$ cat src/hdl/sac_pkg.sv
// package: register map, field layout, reset values and timing counts of the converter control
`default_nettype none
package sac_pkg;
   // =========================================================
   // register addresses
   localparam logic [7:0] ADDR_CTRL_ONE  = 8'hE8;
   localparam logic [7:0] ADDR_CTRL_TWO  = 8'hB2;
   localparam logic [7:0] ADDR_CONFIG    = 8'hBC;
   localparam logic [7:0] ADDR_RES_LOW   = 8'hBD;
   localparam logic [7:0] ADDR_RES_HIGH  = 8'hBE;
   localparam logic [7:0] ADDR_UPPER_LOW = 8'hC3;
   localparam logic [7:0] ADDR_UPPER_HI  = 8'hC4;
   localparam logic [7:0] ADDR_LOWER_LOW = 8'hC5;
   localparam logic [7:0] ADDR_LOWER_HI  = 8'hC6;
   // =========================================================
   // field positions
   localparam int BIT_ON      = 7;
   localparam int BIT_BURST   = 6;
   localparam int BIT_DONE    = 5;
   localparam int BIT_BUSY    = 4;
   localparam int BIT_WIN     = 3;
   localparam int BIT_CMBUF   = 0;
   localparam int BIT_EIGHT   = 2;
   localparam int BIT_TRACK   = 1;
   localparam int BIT_GAIN    = 0;
   // =========================================================
   // reset values
   localparam logic [7:0]  RST_CTRL_ONE = 8'h00;
   localparam logic [7:0]  RST_CTRL_TWO = 8'h00;
   localparam logic [7:0]  RST_CONFIG   = 8'hF8;
   localparam logic [15:0] RST_UPPER    = 16'hFFFF;
   localparam logic [15:0] RST_LOWER    = 16'h0000;
   // =========================================================
   // start sources
   localparam logic [2:0] SRC_SW   = 3'h0;
   localparam logic [2:0] SRC_T0   = 3'h1;
   localparam logic [2:0] SRC_T2   = 3'h2;
   localparam logic [2:0] SRC_T3   = 3'h3;
   localparam logic [2:0] SRC_EXT  = 3'h4;
   // =========================================================
   // timing
   localparam logic [2:0] TRACK_TICKS = 3'h4;
   localparam int         BURST_LEN   = 4;
   typedef enum logic [1:0] {ST_IDLE, ST_TRACK, ST_CONV} sac_state_t;
endpackage : sac_pkg
`default_nettype wire

$ cat src/hdl/sac_core_if.sv
// interface: signals shared between the control core, the sar divider and the window check
`default_nettype none
interface sac_core_if;
   logic [15:0] sample;
   logic [15:0] upper_lim;
   logic [15:0] lower_lim;
   logic        win_hit;
   logic [4:0]  divider;
   logic        burst;
   logic        enable;
   logic        sar_tick;
   modport ctrl (output sample, upper_lim, lower_lim, divider, burst, enable,
                 input win_hit, sar_tick);
   modport win  (input sample, upper_lim, lower_lim, output win_hit);
   modport clkd (input divider, burst, enable, output sar_tick);
endinterface : sac_core_if
`default_nettype wire

$ cat src/hdl/sac_sar_divider.sv
// sar clock divider: one-cycle tick per (divider + 1) source ticks
`default_nettype none
module sac_sar_divider
   import sac_pkg::*;
(
   input  wire logic clk,
   input  wire logic rst_b,
   input  wire logic hfo_tick,
   sac_core_if.clkd  bus
);
   typedef struct packed {
      logic [4:0] cnt;
      logic       tick;
   } sac_div_t;
   sac_div_t q, next_q;
   logic     src_tick;

   // =========================================================
   // divider
   always_comb begin
      next_q      = q;
      next_q.tick = 1'b0;
      src_tick    = bus.burst ? hfo_tick : 1'b1;
      if (!bus.enable) begin
         next_q.cnt = 5'h00;
      end else if (src_tick) begin
         if (q.cnt >= bus.divider) begin
            next_q.cnt  = 5'h00;
            next_q.tick = 1'b1;
         end else begin
            next_q.cnt = q.cnt + 5'h01;
         end
      end
   end

   always_ff @(posedge clk or negedge rst_b) begin
      if (!rst_b) begin
         q <= '0;
      end else begin
         q <= next_q;
      end
   end

   assign bus.sar_tick = q.tick;
endmodule : sac_sar_divider
`default_nettype wire

$ cat src/hdl/sac_window.sv
// window check of a conversion word against the two limits
`default_nettype none
module sac_window
   import sac_pkg::*;
(
   sac_core_if.win bus
);
   // lower limit above upper gives an inside window, otherwise an outside window
   function automatic logic in_window(input logic [15:0] r, input logic [15:0] up,
                                      input logic [15:0] lo);
      if (lo > up) begin
         in_window = (r > up) && (r < lo);
      end else begin
         in_window = (r > up) || (r < lo);
      end
   endfunction : in_window

   assign bus.win_hit = in_window(bus.sample, bus.upper_lim, bus.lower_lim);
endmodule : sac_window
`default_nettype wire

$ cat src/hdl/sac_control.sv
// converter control: registers, start source selection, track delay and burst sequencing
// =========================================================
// Operation
// - enable bit 0 powers the converter down, 1 makes it active
// - burst bit selects single conversions or a burst per trigger
// - done flag sets per conversion, or per whole burst in burst mode
// - done and window flags request interrupts; only software clears them
// - with source 000, writing 1 to busy starts a conversion or burst
// - window flag sets when the result lies within the limit window
// - source 001, 010, 011 start on timer 0, 2, 3 overflow
// - source 100 starts on each rising edge of the external pin
// - bit 0 of control two switches the common-mode buffer
// - limit order selects inside or outside window detection
// - track mode 1 delays conversion start by 4 sar clock cycles
// - eight-bit select and gain select drive the analog converter
`default_nettype none
module sac_control
   import sac_pkg::*;
#(
   parameter int BURST_COUNT = BURST_LEN
)(
   input  wire logic        clk,
   input  wire logic        rst_b,
   input  wire logic [7:0]  sfr_addr,
   input  wire logic [7:0]  sfr_wdata,
   input  wire logic        sfr_wr,
   input  wire logic        sfr_rd,
   output logic      [7:0]  sfr_rdata,
   input  wire logic        timer0_ovf,
   input  wire logic        timer2_ovf,
   input  wire logic        timer3_ovf,
   input  wire logic        external_convert_pin,
   input  wire logic        hfo_tick,
   input  wire logic        conv_done,
   input  wire logic [15:0] conv_result,
   output logic             converter_on,
   output logic             conv_start,
   output logic             tracking,
   output logic             sar_tick,
   output logic             eight_bit_select,
   output logic             input_gain_select,
   output logic             common_mode_buffer_on,
   output logic             done_irq,
   output logic             window_irq
);
   typedef struct packed {
      logic        on;
      logic        burst;
      logic        done_f;
      logic        win_f;
      logic [2:0]  src;
      logic        cmbuf;
      logic [4:0]  div;
      logic        eightb;
      logic        trk_sel;
      logic        gain;
      logic [15:0] res;
      logic [15:0] upper;
      logic [15:0] lower;
      sac_state_t  st;
      logic [2:0]  tcnt;
      logic [7:0]  bcnt;
      logic        start;
      logic        trk;
      logic        ext_q;
      logic [7:0]  rdata;
   } sac_ctl_t;

   sac_ctl_t   q, next_q;
   sac_core_if cif ();
   logic       busy;
   logic       trig;
   logic       wr_one;
   logic [7:0] rd_val;

   // =========================================================
   // helpers
   sac_sar_divider u_div (
      .clk      (clk),
      .rst_b    (rst_b),
      .hfo_tick (hfo_tick),
      .bus      (cif.clkd)
   );

   sac_window u_win (
      .bus (cif.win)
   );

   assign cif.sample    = conv_result;
   assign cif.upper_lim = q.upper;
   assign cif.lower_lim = q.lower;
   assign cif.divider   = q.div;
   assign cif.burst     = q.burst;
   assign cif.enable    = q.on;
   assign busy          = (q.st != ST_IDLE);
   assign wr_one        = sfr_wr && (sfr_addr == ADDR_CTRL_ONE);

   // =========================================================
   // read mux
   always_comb begin
      case (sfr_addr)
         ADDR_CTRL_ONE:  rd_val = {q.on, q.burst, q.done_f, busy, q.win_f, q.src};
         ADDR_CTRL_TWO:  rd_val = {7'h00, q.cmbuf};
         ADDR_CONFIG:    rd_val = {q.div, q.eightb, q.trk_sel, q.gain};
         ADDR_RES_LOW:   rd_val = q.res[7:0];
         ADDR_RES_HIGH:  rd_val = q.res[15:8];
         ADDR_UPPER_LOW: rd_val = q.upper[7:0];
         ADDR_UPPER_HI:  rd_val = q.upper[15:8];
         ADDR_LOWER_LOW: rd_val = q.lower[7:0];
         ADDR_LOWER_HI:  rd_val = q.lower[15:8];
         default:        rd_val = 8'h00;
      endcase
   end

   // =========================================================
   // next state
   always_comb begin
      next_q       = q;
      next_q.start = 1'b0;
      next_q.ext_q = external_convert_pin;
      if (sfr_rd) begin
         next_q.rdata = rd_val;
      end
      if (sfr_wr) begin
         case (sfr_addr)
            ADDR_CTRL_ONE: begin
               next_q.on     = sfr_wdata[BIT_ON];
               next_q.burst  = sfr_wdata[BIT_BURST];
               next_q.done_f = sfr_wdata[BIT_DONE];
               next_q.win_f  = sfr_wdata[BIT_WIN];
               next_q.src    = sfr_wdata[2:0];
            end
            ADDR_CTRL_TWO:  next_q.cmbuf = sfr_wdata[BIT_CMBUF];
            ADDR_CONFIG: begin
               next_q.div     = sfr_wdata[7:3];
               next_q.eightb  = sfr_wdata[BIT_EIGHT];
               next_q.trk_sel = sfr_wdata[BIT_TRACK];
               next_q.gain    = sfr_wdata[BIT_GAIN];
            end
            ADDR_UPPER_LOW: next_q.upper[7:0]  = sfr_wdata;
            ADDR_UPPER_HI:  next_q.upper[15:8] = sfr_wdata;
            ADDR_LOWER_LOW: next_q.lower[7:0]  = sfr_wdata;
            ADDR_LOWER_HI:  next_q.lower[15:8] = sfr_wdata;
            default: ;
         endcase
      end
      // a source change takes effect with the same write, so no stale trigger slips in
      case (next_q.src)
         SRC_SW:  trig = wr_one && sfr_wdata[BIT_BUSY];
         SRC_T0:  trig = timer0_ovf;
         SRC_T2:  trig = timer2_ovf;
         SRC_T3:  trig = timer3_ovf;
         SRC_EXT: trig = external_convert_pin && !q.ext_q;
         default: trig = 1'b0;
      endcase
      trig = trig && next_q.on;
      case (q.st)
         ST_IDLE: begin
            next_q.bcnt = 8'h00;
            if (trig) begin
               next_q.tcnt = 3'h0;
               if (q.trk_sel) begin
                  next_q.st = ST_TRACK;
               end else begin
                  next_q.st    = ST_CONV;
                  next_q.start = 1'b1;
               end
            end
         end
         ST_TRACK: begin
            if (cif.sar_tick) begin
               next_q.tcnt = q.tcnt + 3'h1;
               if (q.tcnt == TRACK_TICKS - 3'h1) begin
                  next_q.st    = ST_CONV;
                  next_q.start = 1'b1;
               end
            end
         end
         ST_CONV: begin
            if (conv_done) begin
               next_q.res = conv_result;
               if (cif.win_hit) begin
                  next_q.win_f = 1'b1;
               end
               if (q.burst && (q.bcnt != 8'(BURST_COUNT - 1))) begin
                  next_q.bcnt = q.bcnt + 8'h01;
                  next_q.tcnt = 3'h0;
                  if (q.trk_sel) begin
                     next_q.st = ST_TRACK;
                  end else begin
                     next_q.start = 1'b1;
                  end
               end else begin
                  next_q.done_f = 1'b1;
                  next_q.st     = ST_IDLE;
               end
            end
         end
         default: next_q.st = ST_IDLE;
      endcase
      if (!next_q.on) begin
         next_q.st    = ST_IDLE;
         next_q.start = 1'b0;
      end
      next_q.trk = (next_q.st == ST_TRACK);
   end

   always_ff @(posedge clk or negedge rst_b) begin
      if (!rst_b) begin
         q         <= '0;
         q.div     <= RST_CONFIG[7:3];
         q.upper   <= RST_UPPER;
         q.lower   <= RST_LOWER;
         q.st      <= ST_IDLE;
      end else begin
         q <= next_q;
      end
   end

   // =========================================================
   // outputs
   assign sfr_rdata             = q.rdata;
   assign converter_on          = q.on;
   assign conv_start            = q.start;
   assign tracking              = q.trk;
   assign sar_tick              = cif.sar_tick;
   assign eight_bit_select      = q.eightb;
   assign input_gain_select     = q.gain;
   assign common_mode_buffer_on = q.cmbuf;
   assign done_irq              = q.done_f;
   assign window_irq            = q.win_f;
endmodule : sac_control
`default_nettype wire

$ cat config.mk
export PLATFORM = sky130hd
export DESIGN_NAME = sac_control
export DESIGN_NICKNAME = d
export VERILOG_FILES = /design/src/hdl/sac_pkg.sv /design/src/hdl/sac_core_if.sv /design/src/hdl/sac_sar_divider.sv /design/src/hdl/sac_window.sv /design/src/hdl/sac_control.sv
export SDC_FILE = /design/constraint.sdc
export NUM_CORES = 1
export LEC_CHECK = 0
export BUFFER_PORTS_ARGS = -buffer_cell sky130_fd_sc_hd__buf_2
export CORE_MARGIN = 3
export CORE_UTILIZATION = 25
export CTS_CLUSTER_SIZE = 16
export DETAILED_ROUTE_END_ITERATION = 10
export GPL_TIMING_DRIVEN = 0
export PLACE_DENSITY = 0.46
export RECOVER_POWER = 50
export SLEW_MARGIN = 10
export SYNTH_ARGS = -nofsm -noshare
export SYNTH_HDL_FRONTEND = slang
export SYNTH_HIERARCHICAL = 1
export SYNTH_SLANG_ARGS = --single-unit
$ cat constraint.sdc
create_clock -name clk -period 5.3 [get_ports clk]
set_input_delay 0.53 -clock clk [delete_from_list [all_inputs] [get_ports clk]]
set_output_delay 0.53 -clock clk [all_outputs]
set_load 0.02 [all_outputs]
; ---- After elaboration in Yosys (flattened, before gate mapping)
; Cells that the tools add are included.
[totals]
register_bits = 94
input_bits = 42
wordCells = 112
[classes]
n_addsub = 3
n_lt_le_gt_ge = 4
n_eq_ne = 23
mux = 35
reduce_logical = 23
[op_table]
columns = cell, n
row1 = $eq 8x8->1 const B, 9
row2 = $pmux 8 s9, 1
row3 = $gt 16x16->1, 2
row4 = $mux 5, 4
row5 = $lt 16x16->1, 1
row6 = $mux 16, 1
row7 = $pmux 8 s2, 1
row8 = $reduce_and 2->1, 8
row9 = $mux 14, 1
row10 = $mux 2, 7
row11 = $mux 1, 12
row12 = $mux 12, 1
row13 = $eq 3x2->1 const B, 3
row14 = $pmux 3 s3, 1
row15 = $add 8x1->8 const B, 1
row16 = $mux 8, 1
row17 = $ne 8x2->1 const B, 1
row18 = $mux 7, 1
row19 = $logic_and 1x1->1, 6
row20 = $mux 6, 1
row21 = $ne 2x2->1 const B, 3
row22 = $pmux 2 s3, 1
row23 = $add 5x1->5 const B, 1
row24 = $ge 5x5->1, 1
row25 = 16 further kinds, 19

; ---- Longest topological paths before layout
[logic_depth]
word_depth = 10
ltp_mapped = 10

; ---- By module
; Netlist, hierarchy kept.
[by_module_without_submodules]
columns = module, instances, cells_each, area_per_inst_um2, seq_area_each_um2
row1 = sac_control, 1, 406, 4600.7, 2228.4
row2 = sac_window, 1, 152, 1144.8, 0.0
row3 = sac_sar_divider, 1, 45, 416.6, 150.1

; ---- Worst setup path before layout
; OpenSTA, ideal clock, no wires.
[synth_timing]
path_type = flip-flop to flip-flop
startpoint = register q, in the netlist cif.upper_lim[14]
endpoint = register q, in the netlist window_irq
setup_ps = 125
t_arrival_ps = 2008
t_required_ps = 5175
slack_ps = 3168
stages_incl_launch_ff = 10
n_path_buf = 0
synth_period_minus_slack_ps = 2132
cell_sequence = dfstp_2 -> inv_1 -> ha_1 -> nand4_2 -> nor4_2 -> a21oi_1 -> a22o_1 -> maj3_2 -> nand3_1 -> nand3_1
[synth_rtl]
columns = item, line_no
row1 = "start, declared", sac_control.sv:69  ; sac_ctl_t q, next_q;
row2 = "start signal, assigned", sac_control.sv:216  ; q <= next_q;

==> results.yml <==
worst_setup_path:
  worstSetupPathType: "in -> async"
  max_stage_delay_ns: 1.61
  cp_num_buf_inv: 2
  cp-start-kind: "input port"
  cp.required_ns: 5.32
  cp_data_arrival_time_ns: 3.13
  endpoint_kind: "async pin"
  worst_path_max_delay_cell: "clkbuf_1"
  cp_cell_sequence: "clkbuf_1, clkbuf_1"
  cp_common_cell: "clkbuf_1"
  cp_top_family: "buffers and inverters"
  path_max_fanout: 37
synth:
  synth_ff_type: "dfrtp_1"
  synth_cells: 603
  synth_edf_count: 0
  synth_area_leaders: "dfrtp_1 30%, ha_1 12%, mux2_2 11%, dfstp_2 9.0%, inv_1 3.4%"
  synth.distinct_cells: 76
  netlist_area_sq_um: 6160
  seq_area_frac_synth_pct: 38.6
  synth_top_area_cell: "dfrtp_1"
  synthSimpleGateAreaFrac_pct: 13.6
  syn-num-nets: 705
  synthMuxAreaShare_pct: 15.0
  ys_ff_latch: 94
  synth_common_cells: "73 x dfrtp_1, 60 x ha_1, 59 x mux2_2, 55 x inv_1, 39 x a21oi_1"
  synthAdderAreaFrac_pct: 12.4
  synth_top_area_share_pct: 29.6
  synth_top_family_by_area: "multiplexers"
  synth.avg_cell_area_sq_um: 10.2
  yosysWarnings: 6
  synth_xor_area_share_pct: 0.569
  synthArstFlopShare_pct: 100
  yosysMostFrequentCell: "dfrtp_1"
  synth-compound-area-share_pct: 14.2
placed_design:
  placed_cell_area_sq_um: 6870
  port_buffers: 53
  hpwlAfterDp_mm: 14.0
  gp_congestion: 0.802
detailed_routing:
  vias_per_cell: 4.77
  dr.pass1.iters: 5
  vias: 4728
  routed_wl_mm: 17.5
  drc: 0
  drt_iter0_markers: 248
  wl_per_cell_um: 17.6
  ant_nets: 0
power_and_ir_drop:
  power_frac_comb_pct: 14.2
  power.density_nw_per_um2: 234
  p_int_mw: 1.23
  irDropWorstVdd_mv: 0.147
  power.share.clock_pct: 40.1
  cellLeakagePower_nw: 3.26
  seqPwrFrac_pct: 45.8
  p_sw_share_pct: 26.4
  p_sw_mw: 0.441
  finalPower_mw: 1.67
clock_tree:
  htreeDepth: 3
  cts-resized-gates: 0
  worstSkewPairLatency_ns: 0.35
  cts_tree: "done"
  cts.sinks: 94
  cts_buffer_depth: 2
  path_clk_slew_ns: 0.06
  postCtsSetupRepairBufs: 0
  clock-root-buffer: "clkbuf_16"
  cts_buffers: 9
  cts_hold_buf: 0
sta:
  hold_violations: 0
  period_minus_slack_ns: 3.11
  setup_viol: 0
  slew_headroom_pct: -43.6
  skew_ns: 0.0111
  drv_slew: 37
  max_freq_ghz: 0.322
  rsz0062_at_grt: "no"
  setup-tns-final_ns: 0
  finalCritPeriodShare_pct: 58.7
  max_slew.worst_pin.slew_ns: 2.15
final_layout:
  area_delta_synth_final_pct: 15.7
  num_antenna_cells: 0
  post-route-util_pct: 29.9
  nets: 771
  drive_gt1_share_pct: 27.3
  final.fill_count: 2562
  finalInstanceArea_sq_um: 7130
die:
  row_count: 56
  die_area_sq_um: 26600
  initial_core_util_pct: 25.9
  die_h_um: 163
  die-width_um: 163
  io_pins: 59
  coreArea_sq_um: 23800
job:
  cap_violations: 1
min_path:
  worstHoldPathType: "in -> reg"
global_route:
  grt_util_all_layers_pct: 13.7
  antenna_found_initial: 0
  grt_pass1_vias: 4800
  grt_max_degree: 38
  grt_overflow: 0
  grt_pass1_wl_mm: 27.9
status:
  status: "finished with violations"
  violations: "capacitance limit, slew limit"
cell type report:
type | instances | area, sq um | share of cell area (%)
tap | 319 | 399 | 5.60
clock buffer | 12 | 256 | 3.60
clock inverter | 3 | 43.8 | 0.614
sequential | 94 | 2380 | 33.4
multi-input combinational | 427 | 3420 | 48.0
buffer | 27 | 143 | 2.00
timing repair buffer | 55 | 284 | 3.98
inverter | 55 | 206 | 2.90
layer usage:
layer	global-route usage [%]	routed length [um]	part of all wire [%]	vias up
li1	-	-	-	2328
met1	19.3	8550	49	2296
met2	21.5	8010	46	90
met3	2.57	696	4.0	14
met4	3.50	228	1.3	0
met5	0	0	0	-
cells by family after synthesis:
| family | after synthesis |
|---|---|
| mux | 84 |
| fa+ha+maj | 61 |
| flops | 94 |
| compound gates | 132 |
| simple gates | 146 |
| buf+inv | 82 |
| xor+xnor | 4 |
worst paths after layout:
path                                            from                 to  slack [ns]  cells past startpoint
worst max-delay path                           rst_b  cif.lower_lim[15]        2.19                      2
worst min-delay path            external_convert_pin               q[8]        0.30                      1
worst max register to register     cif.upper_lim[15]         window_irq        2.82                     10
worst min register to register                 q[21]              q[21]        0.49                      1
max in group clk                   cif.upper_lim[15]         window_irq        2.82                     10
min in group asynchronous                      rst_b              q[13]        0.47                      1
power groups by stage:
stage / registers [mW] / logic, mW / clock network (mW)
final: 0.763 / 0.236 / 0.668
after global routing: 0.766 / 0.265 / 0.719
after global placement: 0.776 / 0.236 / 0
after detailed placement: 0.777 / 0.241 / 0
after CTS: 0.764 / 0.242 / 0.690
after floorplan: 0.771 / 0.142 / 0
registers in the layout, summed over array words and instances (netlist names), 5 cells and up:
register and count:
q 34, cif.lower_lim 16, cif.upper_lim 16, cif.divider 5, u_div/q 5, sfr_rdata 8
layout by cell type (no fill, tap or decap), drive strengths merged, types with 15 or more instances in the layout:
master,n
inv,55
o21ai,26
dfrtp,73
dfstp,21
clkbuf,27
buf,67
mux2,65
nand2,31
mux2i,19
nor2,34
ha,60
o22ai,15
a21oi,39
nand3,20
per-stage QoR:
| stage | instances | setup WS [ns] | hold WS (ns) |
|---|---|---|---|
| finish | 992 | 2.19 | 0.297 |
| global route | 992 | 1.48 | 0.285 |
| CTS | 992 | 2.81 | 0.0882 |
| detailed placement | 977 | 2.64 | 0.465 |
| global placement | 975 | 2.61 | 0.477 |
| floorplan | 603 | 3.17 | 0.234 |
No activity file was read; power rests on OpenSTA's default activity.
